<file path="src/include/ict_pkg.sv">
// Constants shared by the interval counter/timer design
// Functional notes
// - Three independent 32-bit binary down-counters
// - Each counter has its own mode 0..5
// - Mode 0 output low after programming
// - Mode 0 output stays high until rewritten
// - Mode 1 is mode 0 with gate trigger
// - Mode 2 pulses low one clock, reloads, repeats
// - Mode 2 raises a periodic interrupt event
// - Modes 2 and 3 period is reload plus two
// - Mode 3 high first half, low rest
// - Mode 4 strobes low one clock at expiry
// - Mode 4 started by writing the count
// - Mode 4 new count loads next clock
// - Mode 5 is mode 4 with gate trigger
// - Latch command freezes count; status readable
// - Gate, external clock and output polarity selectable
// - Hardware or software gate, gate readable
// - Per-counter interrupt enable and status register
// - Clock is bus clock/4, oscillator, or external pin on counters 1 and 2
// - Expiry signals an interrupt to the host
package ict_pkg;
	localparam int NUM_CH = 3;
	// Register byte addresses
	localparam logic [7:0] REG_CTRL = 8'h00;
	localparam logic [7:0] REG_LATCH = 8'h04;
	localparam logic [7:0] REG_IRQ = 8'h08;
	localparam logic [7:0] REG_CFG0 = 8'h10;
	localparam logic [7:0] REG_RELOAD0 = 8'h20;
	localparam logic [7:0] REG_COUNT0 = 8'h30;
	localparam logic [7:0] REG_STATUS0 = 8'h40;
	// Control register field
	localparam int CTRL_CLK_SEL = 0;
	// Per-counter configuration fields, mode in bits 2:0
	localparam int CFG_W = 10;
	localparam int CFG_SWSEL = 3;
	localparam int CFG_SWGATE = 4;
	localparam int CFG_INV_GATE = 5;
	localparam int CFG_INV_CLK = 6;
	localparam int CFG_INV_OUT = 7;
	localparam int CFG_EXT_CLK = 8;
	localparam int CFG_IRQ_EN = 9;
	// Status register fields, mode in bits 2:0
	localparam int ST_OUT = 3;
	localparam int ST_GATE = 4;
	localparam int ST_LOAD = 5;
	localparam int ST_ARMED = 6;
	localparam int ST_WRAP = 7;
	// Operating modes
	localparam logic [2:0] MODE_TC = 3'h0;
	localparam logic [2:0] MODE_ONESHOT = 3'h1;
	localparam logic [2:0] MODE_RATE = 3'h2;
	localparam logic [2:0] MODE_SQUARE = 3'h3;
	localparam logic [2:0] MODE_SWSTROBE = 3'h4;
	localparam logic [2:0] MODE_HWSTROBE = 3'h5;
	// Bus clock divided by four: tick on the last of four cycles
	localparam logic [1:0] BUS_DIV_LAST = 2'h3;
	// Values after reset
	localparam logic [CFG_W-1:0] CFG_RST = 10'h000;
	localparam logic [31:0] RELOAD_RST = 32'h00000000;
endpackage

</file>
<file path="src/ict_sync.sv">
// Two-stage synchroniser with polarity select and rising-edge detect
module ict_sync (
	// Clock and reset
	input wire logic clk_sys,
	input wire logic rstn,
	// Pin and polarity
	input wire logic pin_in,
	input wire logic inv,
	// Synchronised results
	output logic level,
	output logic rise
);
	typedef struct packed {
		logic s1;
		logic s2;
		logic s3;
	} ict_sync_t;

	ict_sync_t s;
	ict_sync_t next_s;

	// First stage feeds only the second stage
	always_comb begin
		next_s = s;
		next_s.s1 = pin_in;
		next_s.s2 = s.s1;
		next_s.s3 = s.s2;
	end

	always_ff @(posedge clk_sys or negedge rstn) begin
		if (!rstn) begin
			s <= '0;
		end else begin
			s <= next_s;
		end
	end

	// Inversion applied before edge detect so the active edge follows polarity
	assign level = s.s2 ^ inv;
	assign rise = (s.s2 ^ inv) & ~(s.s3 ^ inv);
endmodule // ict_sync

</file>
<file path="src/ict_top.sv">
// Three-channel programmable interval counter/timer with register port
module ict_top (
	// Clock and reset
	input wire logic clk_sys,
	input wire logic rstn,
	// Register port
	input wire logic [7:0] addr,
	input wire logic [31:0] wdata,
	input wire logic wr,
	input wire logic rd,
	output logic [31:0] rdata,
	// Clock sources
	input wire logic osc_10mhz_in,
	input wire logic timer1_ext_clock_in,
	input wire logic timer2_ext_clock_in,
	// Gate inputs
	input wire logic timer0_gate_in,
	input wire logic timer1_gate_in,
	input wire logic timer2_gate_in,
	// Field outputs and interrupt
	output logic timer0_output,
	output logic timer1_output,
	output logic timer2_output,
	output logic irq
);
	typedef struct packed {
		logic [1:0] div;
		logic clk_sel;
		logic [2:0][ict_pkg::CFG_W-1:0] cfg;
		logic [2:0][31:0] reload;
		logic [2:0][31:0] count;
		logic [2:0][31:0] latched;
		logic [2:0] lat_hold;
		logic [2:0] load_pend;
		logic [2:0] trig_pend;
		logic [2:0] armed;
		logic [2:0] wrap;
		logic [2:0] out;
		logic [2:0] gprev;
		logic [2:0] pend;
		logic [2:0] pin;
		logic irq;
		logic [31:0] rdata;
	} ict_state_t;

	ict_state_t s;
	ict_state_t next_s;

	logic bus_tick;
	logic osc_rise;
	logic timer0_internal_clock;
	logic [2:0] gate_in;
	logic [2:0] hw_gate;
	logic [2:0] gate;
	logic [2:0] trig;
	logic [2:0] ext_rise;
	logic [2:0] tick;
	logic [2:0] hw_mode;
	logic [2:0][2:0] mode;
	logic [2:0] ev;
	logic [2:0] clr;
	logic [1:0] idx;
	logic idx_ok;

	assign gate_in = {timer2_gate_in, timer1_gate_in, timer0_gate_in};
	assign idx = addr[3:2];
	assign idx_ok = (idx != 2'h3) && (addr[1:0] == 2'h0);

	// Bus clock divided by four, or the oscillator edge
	assign bus_tick = (s.div == ict_pkg::BUS_DIV_LAST);
	assign timer0_internal_clock = s.clk_sel ? osc_rise : bus_tick;

	// Oscillator is asynchronous to the bus clock; sampled, so it must stay below clk_sys/4
	ict_sync u_osc (
		.clk_sys(clk_sys),
		.rstn(rstn),
		.pin_in(osc_10mhz_in),
		.inv(1'b0),
		.level(),
		.rise(osc_rise)
	);

	// External clocks exist only for counters 1 and 2
	assign ext_rise[0] = 1'b0;
	ict_sync u_clk1 (
		.clk_sys(clk_sys),
		.rstn(rstn),
		.pin_in(timer1_ext_clock_in),
		.inv(s.cfg[1][ict_pkg::CFG_INV_CLK]),
		.level(),
		.rise(ext_rise[1])
	);
	ict_sync u_clk2 (
		.clk_sys(clk_sys),
		.rstn(rstn),
		.pin_in(timer2_ext_clock_in),
		.inv(s.cfg[2][ict_pkg::CFG_INV_CLK]),
		.level(),
		.rise(ext_rise[2])
	);

	// Per-channel gate selection, trigger edge and clock selection
	for (genvar g = 0; g < ict_pkg::NUM_CH; g++) begin : g_ch
		ict_sync u_gate (
			.clk_sys(clk_sys),
			.rstn(rstn),
			.pin_in(gate_in[g]),
			.inv(s.cfg[g][ict_pkg::CFG_INV_GATE]),
			.level(hw_gate[g]),
			.rise()
		);
		assign gate[g] = s.cfg[g][ict_pkg::CFG_SWSEL] ? s.cfg[g][ict_pkg::CFG_SWGATE] : hw_gate[g];
		assign trig[g] = gate[g] & ~s.gprev[g];
		assign mode[g] = s.cfg[g][2:0];
		assign hw_mode[g] = (mode[g] == ict_pkg::MODE_ONESHOT) || (mode[g] == ict_pkg::MODE_HWSTROBE);
		assign tick[g] = (g != 0 && s.cfg[g][ict_pkg::CFG_EXT_CLK]) ? ext_rise[g] : timer0_internal_clock;
	end

	// Whole next state: counters first, then register writes, then reads
	always_comb begin
		next_s = s;
		ev = 3'h0;
		clr = 3'h0;
		next_s.div = s.div + 2'h1;
		next_s.rdata = 32'h0;
		for (int i = 0; i < ict_pkg::NUM_CH; i++) begin
			next_s.gprev[i] = gate[i];
			// Trigger edge held until the next counting clock so slow clocks miss none
			if (trig[i]) begin
				next_s.trig_pend[i] = 1'b1;
			end
			if (tick[i]) begin
				if (hw_mode[i] ? s.trig_pend[i] : s.load_pend[i]) begin
					// Start or restart from the reload value
					next_s.count[i] = s.reload[i];
					next_s.armed[i] = 1'b1;
					next_s.load_pend[i] = 1'b0;
					next_s.trig_pend[i] = trig[i];
					next_s.wrap[i] = 1'b0;
					next_s.out[i] = (mode[i] != ict_pkg::MODE_TC) && (mode[i] != ict_pkg::MODE_ONESHOT);
				end else if (s.armed[i] && (hw_mode[i] || gate[i])) begin
					case (mode[i])
						ict_pkg::MODE_TC, ict_pkg::MODE_ONESHOT: begin
							if (s.count[i] <= 32'h00000001) begin
								next_s.count[i] = 32'h00000000;
								next_s.out[i] = 1'b1;
								next_s.armed[i] = 1'b0;
								ev[i] = 1'b1;
							end else begin
								next_s.count[i] = s.count[i] - 32'h00000001;
							end
						end
						ict_pkg::MODE_RATE: begin
							// N ticks down to zero, one low tick, one reload tick
							if (s.wrap[i]) begin
								next_s.out[i] = 1'b1;
								next_s.count[i] = s.reload[i];
								next_s.wrap[i] = 1'b0;
							end else if (s.count[i] == 32'h00000000) begin
								next_s.out[i] = 1'b0;
								next_s.wrap[i] = 1'b1;
								ev[i] = 1'b1;
							end else begin
								next_s.count[i] = s.count[i] - 32'h00000001;
							end
						end
						ict_pkg::MODE_SQUARE: begin
							if (s.wrap[i]) begin
								next_s.out[i] = 1'b1;
								next_s.count[i] = s.reload[i];
								next_s.wrap[i] = 1'b0;
								ev[i] = 1'b1;
							end else if (s.count[i] == 32'h00000000) begin
								next_s.wrap[i] = 1'b1;
							end else begin
								next_s.count[i] = s.count[i] - 32'h00000001;
								// Low once the remaining count drops to half the reload
								next_s.out[i] = (s.count[i] - 32'h00000001) > (s.reload[i] >> 1);
							end
						end
						ict_pkg::MODE_SWSTROBE, ict_pkg::MODE_HWSTROBE: begin
							if (s.wrap[i]) begin
								next_s.out[i] = 1'b1;
								next_s.wrap[i] = 1'b0;
								next_s.armed[i] = 1'b0;
							end else if (s.count[i] == 32'h00000000) begin
								next_s.out[i] = 1'b0;
								next_s.wrap[i] = 1'b1;
								ev[i] = 1'b1;
							end else begin
								next_s.count[i] = s.count[i] - 32'h00000001;
							end
						end
						default: begin
							// Undefined modes 6 and 7 hold the counter still
							next_s.armed[i] = 1'b0;
						end
					endcase
				end
			end
			// Register writes for this channel override the counting step
			if (wr && idx_ok && idx == 2'(i)) begin
				if (addr[7:4] == ict_pkg::REG_CFG0[7:4]) begin
					next_s.cfg[i] = wdata[ict_pkg::CFG_W-1:0];
					next_s.armed[i] = 1'b0;
					next_s.load_pend[i] = 1'b0;
					next_s.trig_pend[i] = 1'b0;
					next_s.wrap[i] = 1'b0;
					next_s.out[i] = (wdata[2:0] != ict_pkg::MODE_TC);
				end
				if (addr[7:4] == ict_pkg::REG_RELOAD0[7:4]) begin
					next_s.reload[i] = wdata;
					next_s.wrap[i] = 1'b0;
					// Triggered modes wait for the gate edge instead
					next_s.load_pend[i] = !hw_mode[i];
					if (mode[i] == ict_pkg::MODE_TC) begin
						next_s.out[i] = 1'b0;
						next_s.armed[i] = 1'b0;
					end
				end
			end
			// Latch command freezes the count until it is read
			if (wr && addr == ict_pkg::REG_LATCH && wdata[i]) begin
				next_s.latched[i] = s.count[i];
				next_s.lat_hold[i] = 1'b1;
			end
			if (rd && idx_ok && idx == 2'(i) && addr[7:4] == ict_pkg::REG_COUNT0[7:4]) begin
				next_s.lat_hold[i] = 1'b0;
			end
		end
		if (wr && addr == ict_pkg::REG_CTRL) begin
			next_s.clk_sel = wdata[ict_pkg::CTRL_CLK_SEL];
		end
		// Write one to clear; a new event in the same cycle wins
		if (wr && addr == ict_pkg::REG_IRQ) begin
			clr = wdata[2:0];
		end
		next_s.pend = (s.pend & ~clr) | ev;
		next_s.irq = 1'b0;
		for (int i = 0; i < ict_pkg::NUM_CH; i++) begin
			next_s.irq = next_s.irq | (next_s.pend[i] & next_s.cfg[i][ict_pkg::CFG_IRQ_EN]);
			next_s.pin[i] = next_s.out[i] ^ next_s.cfg[i][ict_pkg::CFG_INV_OUT];
		end
		// Read data stands in the cycle after the strobe; unmapped reads give zero
		if (rd) begin
			if (addr == ict_pkg::REG_CTRL) begin
				next_s.rdata = {31'h0, s.clk_sel};
			end else if (addr == ict_pkg::REG_IRQ) begin
				next_s.rdata = {29'h0, s.pend};
			end else if (idx_ok) begin
				case (addr[7:4])
					ict_pkg::REG_CFG0[7:4]: next_s.rdata = {22'h0, s.cfg[idx]};
					ict_pkg::REG_RELOAD0[7:4]: next_s.rdata = s.reload[idx];
					ict_pkg::REG_COUNT0[7:4]: next_s.rdata = s.lat_hold[idx] ? s.latched[idx] : s.count[idx];
					ict_pkg::REG_STATUS0[7:4]: begin
						next_s.rdata[2:0] = mode[idx];
						next_s.rdata[ict_pkg::ST_OUT] = s.out[idx];
						next_s.rdata[ict_pkg::ST_GATE] = gate[idx];
						next_s.rdata[ict_pkg::ST_LOAD] = s.load_pend[idx];
						next_s.rdata[ict_pkg::ST_ARMED] = s.armed[idx];
						next_s.rdata[ict_pkg::ST_WRAP] = s.wrap[idx];
					end
					default: next_s.rdata = 32'h0;
				endcase
			end
		end
	end

	// Single state register; zero is mode 0, software gate off, outputs low
	always_ff @(posedge clk_sys or negedge rstn) begin
		if (!rstn) begin
			s <= '0;
		end else begin
			s <= next_s;
		end
	end

	assign rdata = s.rdata;
	assign timer0_output = s.pin[0];
	assign timer1_output = s.pin[1];
	assign timer2_output = s.pin[2];
	assign irq = s.irq;

	// Checks on channel 0, the channel 1 event flag and the shared logic
	a_mode0_write_low: assert property (@(posedge clk_sys) disable iff (!rstn)
		(wr && addr == ict_pkg::REG_RELOAD0 && mode[0] == ict_pkg::MODE_TC) |=> !s.out[0] ##1 !timer0_output
			|| s.cfg[0][ict_pkg::CFG_INV_OUT])
		else $error("mode 0 output not low after count write");
	a_mode0_hold_high: assert property (@(posedge clk_sys) disable iff (!rstn)
		(mode[0] == ict_pkg::MODE_TC && s.out[0] && !(wr && addr == ict_pkg::REG_RELOAD0)
			&& !(wr && addr == ict_pkg::REG_CFG0)) |=> s.out[0])
		else $error("mode 0 output fell without a new count");
	a_rate_low_one: assert property (@(posedge clk_sys) disable iff (!rstn)
		(mode[0] == ict_pkg::MODE_RATE && !s.out[0] && s.armed[0] && tick[0] && gate[0] && !wr)
			|=> s.out[0])
		else $error("mode 2 low pulse longer than one clock");
	a_rate_event: assert property (@(posedge clk_sys) disable iff (!rstn)
		(mode[0] == ict_pkg::MODE_RATE && s.armed[0] && !s.load_pend[0] && tick[0] && gate[0]
			&& !s.wrap[0] && s.count[0] == 32'h0 && !wr) |=> s.pend[0] && !s.out[0])
		else $error("mode 2 cycle end raised no event");
	a_event_sticks: assert property (@(posedge clk_sys) disable iff (!rstn)
		ev[1] |=> s.pend[1])
		else $error("event lost against clear");
	a_irq_follows: assert property (@(posedge clk_sys) disable iff (!rstn)
		(ev[0] && s.cfg[0][ict_pkg::CFG_IRQ_EN] && !(wr && addr == ict_pkg::REG_CFG0)) |=> irq)
		else $error("enabled expiry gave no interrupt");
	a_count_dec: assert property (@(posedge clk_sys) disable iff (!rstn)
		(mode[0] == ict_pkg::MODE_TC && s.armed[0] && !s.load_pend[0] && tick[0] && gate[0]
			&& s.count[0] > 32'h1 && !wr) |=> s.count[0] == $past(s.count[0]) - 32'h1)
		else $error("count did not drop by one");
	a_bus_div4: assert property (@(posedge clk_sys) disable iff (!rstn)
		bus_tick |=> (!bus_tick) [*3] ##1 bus_tick)
		else $error("bus clock divider not by four");
	// Any channel: a held latch is what a count read returns, not the live count
	a_latch_read: assert property (@(posedge clk_sys) disable iff (!rstn)
		(rd && idx_ok && addr[7:4] == ict_pkg::REG_COUNT0[7:4] && s.lat_hold[idx])
			|=> rdata == $past(s.latched[idx]))
		else $error("latched count not returned");
	a_wrap_reload: assert property (@(posedge clk_sys) disable iff (!rstn)
		(mode[0] == ict_pkg::MODE_RATE && s.armed[0] && !s.load_pend[0] && s.wrap[0] && tick[0] && gate[0] && !wr)
			|=> s.count[0] == $past(s.reload[0]) && !s.wrap[0])
		else $error("mode 2 did not reload after the low tick");
	// Gate as trigger: the edge is kept, then starts the count whatever the level
	a_trig_held: assert property (@(posedge clk_sys) disable iff (!rstn)
		(trig[0] && !wr) |=> s.trig_pend[0])
		else $error("gate edge not kept for the next clock");
	a_oneshot_load: assert property (@(posedge clk_sys) disable iff (!rstn)
		(mode[0] == ict_pkg::MODE_ONESHOT && s.trig_pend[0] && tick[0] && !wr)
			|=> s.count[0] == $past(s.reload[0]) && s.armed[0] && !s.out[0])
		else $error("mode 1 trigger did not start the count");
	a_irq_clear: assert property (@(posedge clk_sys) disable iff (!rstn)
		(wr && addr == ict_pkg::REG_IRQ && wdata[0] && !ev[0]) |=> !s.pend[0])
		else $error("pending flag not cleared by write");
	a_mode_indep: assert property (@(posedge clk_sys) disable iff (!rstn)
		(wr && addr == ict_pkg::REG_CFG0) |=> s.cfg[1] == $past(s.cfg[1]) && s.cfg[2] == $past(s.cfg[2]))
		else $error("mode write reached another counter");
	// Checks on channel 2, the one run software-gated and as a software strobe
	a_strobe_reload: assert property (@(posedge clk_sys) disable iff (!rstn)
		(mode[2] == ict_pkg::MODE_SWSTROBE && s.load_pend[2] && tick[2] && !wr)
			|=> s.count[2] == $past(s.reload[2]) && s.armed[2])
		else $error("mode 4 count not loaded on next clock");
	a_strobe_low_one: assert property (@(posedge clk_sys) disable iff (!rstn)
		(mode[2] == ict_pkg::MODE_SWSTROBE && !s.out[2] && tick[2] && gate[2] && !wr) |=> s.out[2])
		else $error("mode 4 strobe longer than one clock");
	a_swgate_pause: assert property (@(posedge clk_sys) disable iff (!rstn)
		(s.cfg[2][ict_pkg::CFG_SWSEL] && !s.cfg[2][ict_pkg::CFG_SWGATE] && !hw_mode[2]
			&& !s.load_pend[2] && !wr) |=> s.count[2] == $past(s.count[2]))
		else $error("count moved with the software gate off");
endmodule // ict_top

</file>
<file path="config.mk">
export PLATFORM = sky130hd
export DESIGN_NAME = ict_top
export DESIGN_NICKNAME = d
export VERILOG_FILES = /design/src/include/ict_pkg.sv /design/src/ict_sync.sv /design/src/ict_top.sv
export SDC_FILE = /design/constraint.sdc
export NUM_CORES = 1
export LEC_CHECK = 0
export BUFFER_PORTS_ARGS = -buffer_cell sky130_fd_sc_hd__buf_2
export CAP_MARGIN = 25
export CORE_MARGIN = 2
export CORE_UTILIZATION = 40
export CTS_BUF_LIST = sky130_fd_sc_hd__clkbuf_8
export DETAILED_ROUTE_END_ITERATION = 6
export PLACE_DENSITY_LB_ADDON = 0.08
export SYNTH_ARGS = -nofsm -noshare
export SYNTH_HDL_FRONTEND = slang
export SYNTH_HIERARCHICAL = 1
export SYNTH_SLANG_ARGS = --single-unit
</file>
<file path="constraint.sdc">
create_clock -name clk_sys -period 12.8 [get_ports clk_sys]
set_input_delay 1.92 -clock clk_sys [delete_from_list [all_inputs] [get_ports clk_sys]]
set_output_delay 1.92 -clock clk_sys [all_outputs]
set_load 0.01 [all_outputs]
</file>
==> results.json <==
{
  "status": "finished clean",
  "cts_tree": "built",
  "intPower_w": 0.00252,
  "power.switching_w": 0.00157,
  "vias": 22700,
  "detail_route.wl_per_cell_um": 25.3,
  "die_h_um": 258,
  "die_w_um": 258,
  "fin_tns_setup_ns": 0,
  "crit_arrival_ns": 5.52,
  "clock_power_share": 0.315,
  "multi_input_area_um2": 14400,
  "relSlewSlack": 0.306,
  "coreArea_um2": 64100,
  "period_share": 0.389,
  "grt_pass1_vias": 22100,
  "clockBufferDepth": 3,
  "worst_slew_pin_slew_ns": 1.04,
  "path_class": "flip-flop to flip-flop",
  "drtIter0Drc": 2395,
  "finalWorstSetupSlack_ns": 7.82,
  "p_total_w": 0.00410,
  "vdd_drop_max_uv": 94.5,
  "syn_inst": 2911,
  "grt_max_degree": 140,
  "filler_cell_count": 6377,
  "startpoint": "s[173]",
  "rsz0062_at_grt": "false",
  "cp-start-kind": "flip-flop",
  "synthesis.area_um2": 25800,
  "regArea_um2": 9910,
  "dp_hpwl_mm": 67.6,
  "setup_viol_count_final": 0,
  "clk_pin_slew_ns": 0.05,
  "cts_root_buf": "clkbuf_8",
  "setup.worst_path.end": "timer0_output",
  "r2r_cells": 14,
  "timing.critical_path.required_ns": 13.34,
  "pwr-share-seq": 0.401,
  "avgSynthCellArea_um2": 8.86,
  "cts_hold_buf": 0,
  "rrSetupSlack_ns": 7.82,
  "area_growth_pct": 9.96,
  "powerDensity_nw_per_um2": 144,
  "wirelength_mm": 95.8,
  "p_leak_nw": 12.8,
  "cts_setup_buffers": 0,
  "grt_overflow": 0,
  "worstReg2RegEnd": "timer0_output",
  "fmax_mhz": 201,
  "antenna_found_initial": 4,
  "num_rows": 93,
  "drtAntennaViolNets": 0,
  "hold_viol": 0,
  "gp_congestion": 0.952,
  "pre_cts_slack_ns": 7.84,
  "grt_first_pass_wirelength_mm": 144,
  "drv_slew": 0,
  "hold_ws_ns": 0.346,
  "port_buffers": 85,
  "drive_gt1_frac": 0.161,
  "numCtsBuffers": 78,
  "dieArea_um2": 66500,
  "firstDrtPassIters": 6,
  "cp_max_fo": 8,
  "vias_per_cell": 6.00,
  "crit_path_end_kind": "flip-flop",
  "worstSkewPairLatency_ns": 0.69,
  "ys_warn_count": 6,
  "skew_ns": 0.0368,
  "r2r-start": "s[173]",
  "start_util": 0.402,
  "cts_sinks": 396,
  "p_sw_frac": 0.384,
  "drcViolationCount": 0,
  "p_comb_frac": 0.284,
  "fin_util": 0.442,
  "min_path_type": "flip-flop to flip-flop",
  "maxCapViolations": 0,
  "num_io_pins": 86,
  "cts-resized-gates": 0,
  "h-tree-depth": 3,
  "period_needed_ns": 4.98,
  "nNetsFinal": 3039,
  "grtUsageTotal": 0.284
}
-- worst min path at each step --
stage / cells past startpoint / slack [ns] / start / endpoint
global route: 0 / 0.36 / u_clk1/next_s[1] / u_clk1/next_s[0]
finish: 0 / 0.35 / u_clk2/next_s[1] / u_clk2/next_s[0]
global placement: 0 / 0.33 / g_ch[2].u_gate/next_s[1] / g_ch[2].u_gate/next_s[0]
CTS: 0 / 0.35 / u_clk2/next_s[1] / u_clk2/next_s[0]
detailed placement: 0 / 0.33 / u_clk2/next_s[1] / u_clk2/next_s[0]
floorplan: 0 / 0.33 / g_ch[0].u_gate/next_s[1] / g_ch[0].u_gate/next_s[0]
-- registers in the layout, indices dropped and copies added (netlist names), 2 cells and up --
signal and cells:
s 336, rdata 32, mode 9, g_ch.u_gate/next_s 6, u_clk1/next_s 2, u_clk2/next_s 2, u_osc/next_s 2
-- layout by cell type (no fill, tap or decap), drive strengths merged, types with 26 or more instances in the layout --
cell and count:
buf 135, nor4 32, a22o 26, a21oi 224, a32oi 83, o211ai 76, dfrtp 396, nand3 37
nand2 382, clkbuf 99, xor2 62, nand4 35, nor3 48, mux2 185, o22ai 37, nor2 168
mux2i 123, o21ai 245, ha 112, inv 161
-- power groups by stage --
stage	clock (W)	sequential, W	combinational [W]
after floorplan	0	0.00152	0.000831
after global placement	0	0.00164	0.00113
after detailed placement	0	0.00165	0.00114
after CTS	0.00133	0.00163	0.00115
after global routing	0.00138	0.00166	0.00129
final	0.00129	0.00164	0.00116
-- layer usage --
metal | vias up | global-route usage | part of all wire
met5 | - | 0 | 0
met4 | 0 | 0.0816 | 0.024
met3 | 137 | 0.0496 | 0.073
met2 | 814 | 0.412 | 0.42
met1 | 11400 | 0.431 | 0.48
li1 | 10400 | - | -
-- per-stage QoR --
step	std cells	area (um^2)
floorplan	2912	25800
global placement	3646	26700
detailed placement	3650	26800
CTS	3785	28300
global route	3789	28400
finish	3790	28400
-- cell type report --
type                            instances  share of cell area
Antenna cell                            3            0.000265
Tap cell                              855              0.0377
Clock buffer                           99              0.0480
Multi-Input combinational cell       2134               0.509
Sequential cell                       396               0.349
Clock inverter                         36             0.00613
Timing Repair Buffer                  135              0.0323
Inverter                              132              0.0175
-- critical path: stages (launching register included) --
cell and delay [ns]:
dfrtp_1 0.48, or4_4 0.61, nor4_4 0.57, nand2_4 0.17, or3_4 0.40, or3_1 0.37
xnor2_2 0.16, ha_1 0.33, nand2_1 0.08, nor4_1 0.45, nand3_1 0.18, o22ai_1 0.36
nor3_1 0.08, a211o_1 0.30, a311o_1 0.32
(Power assumes the default switching activity.)
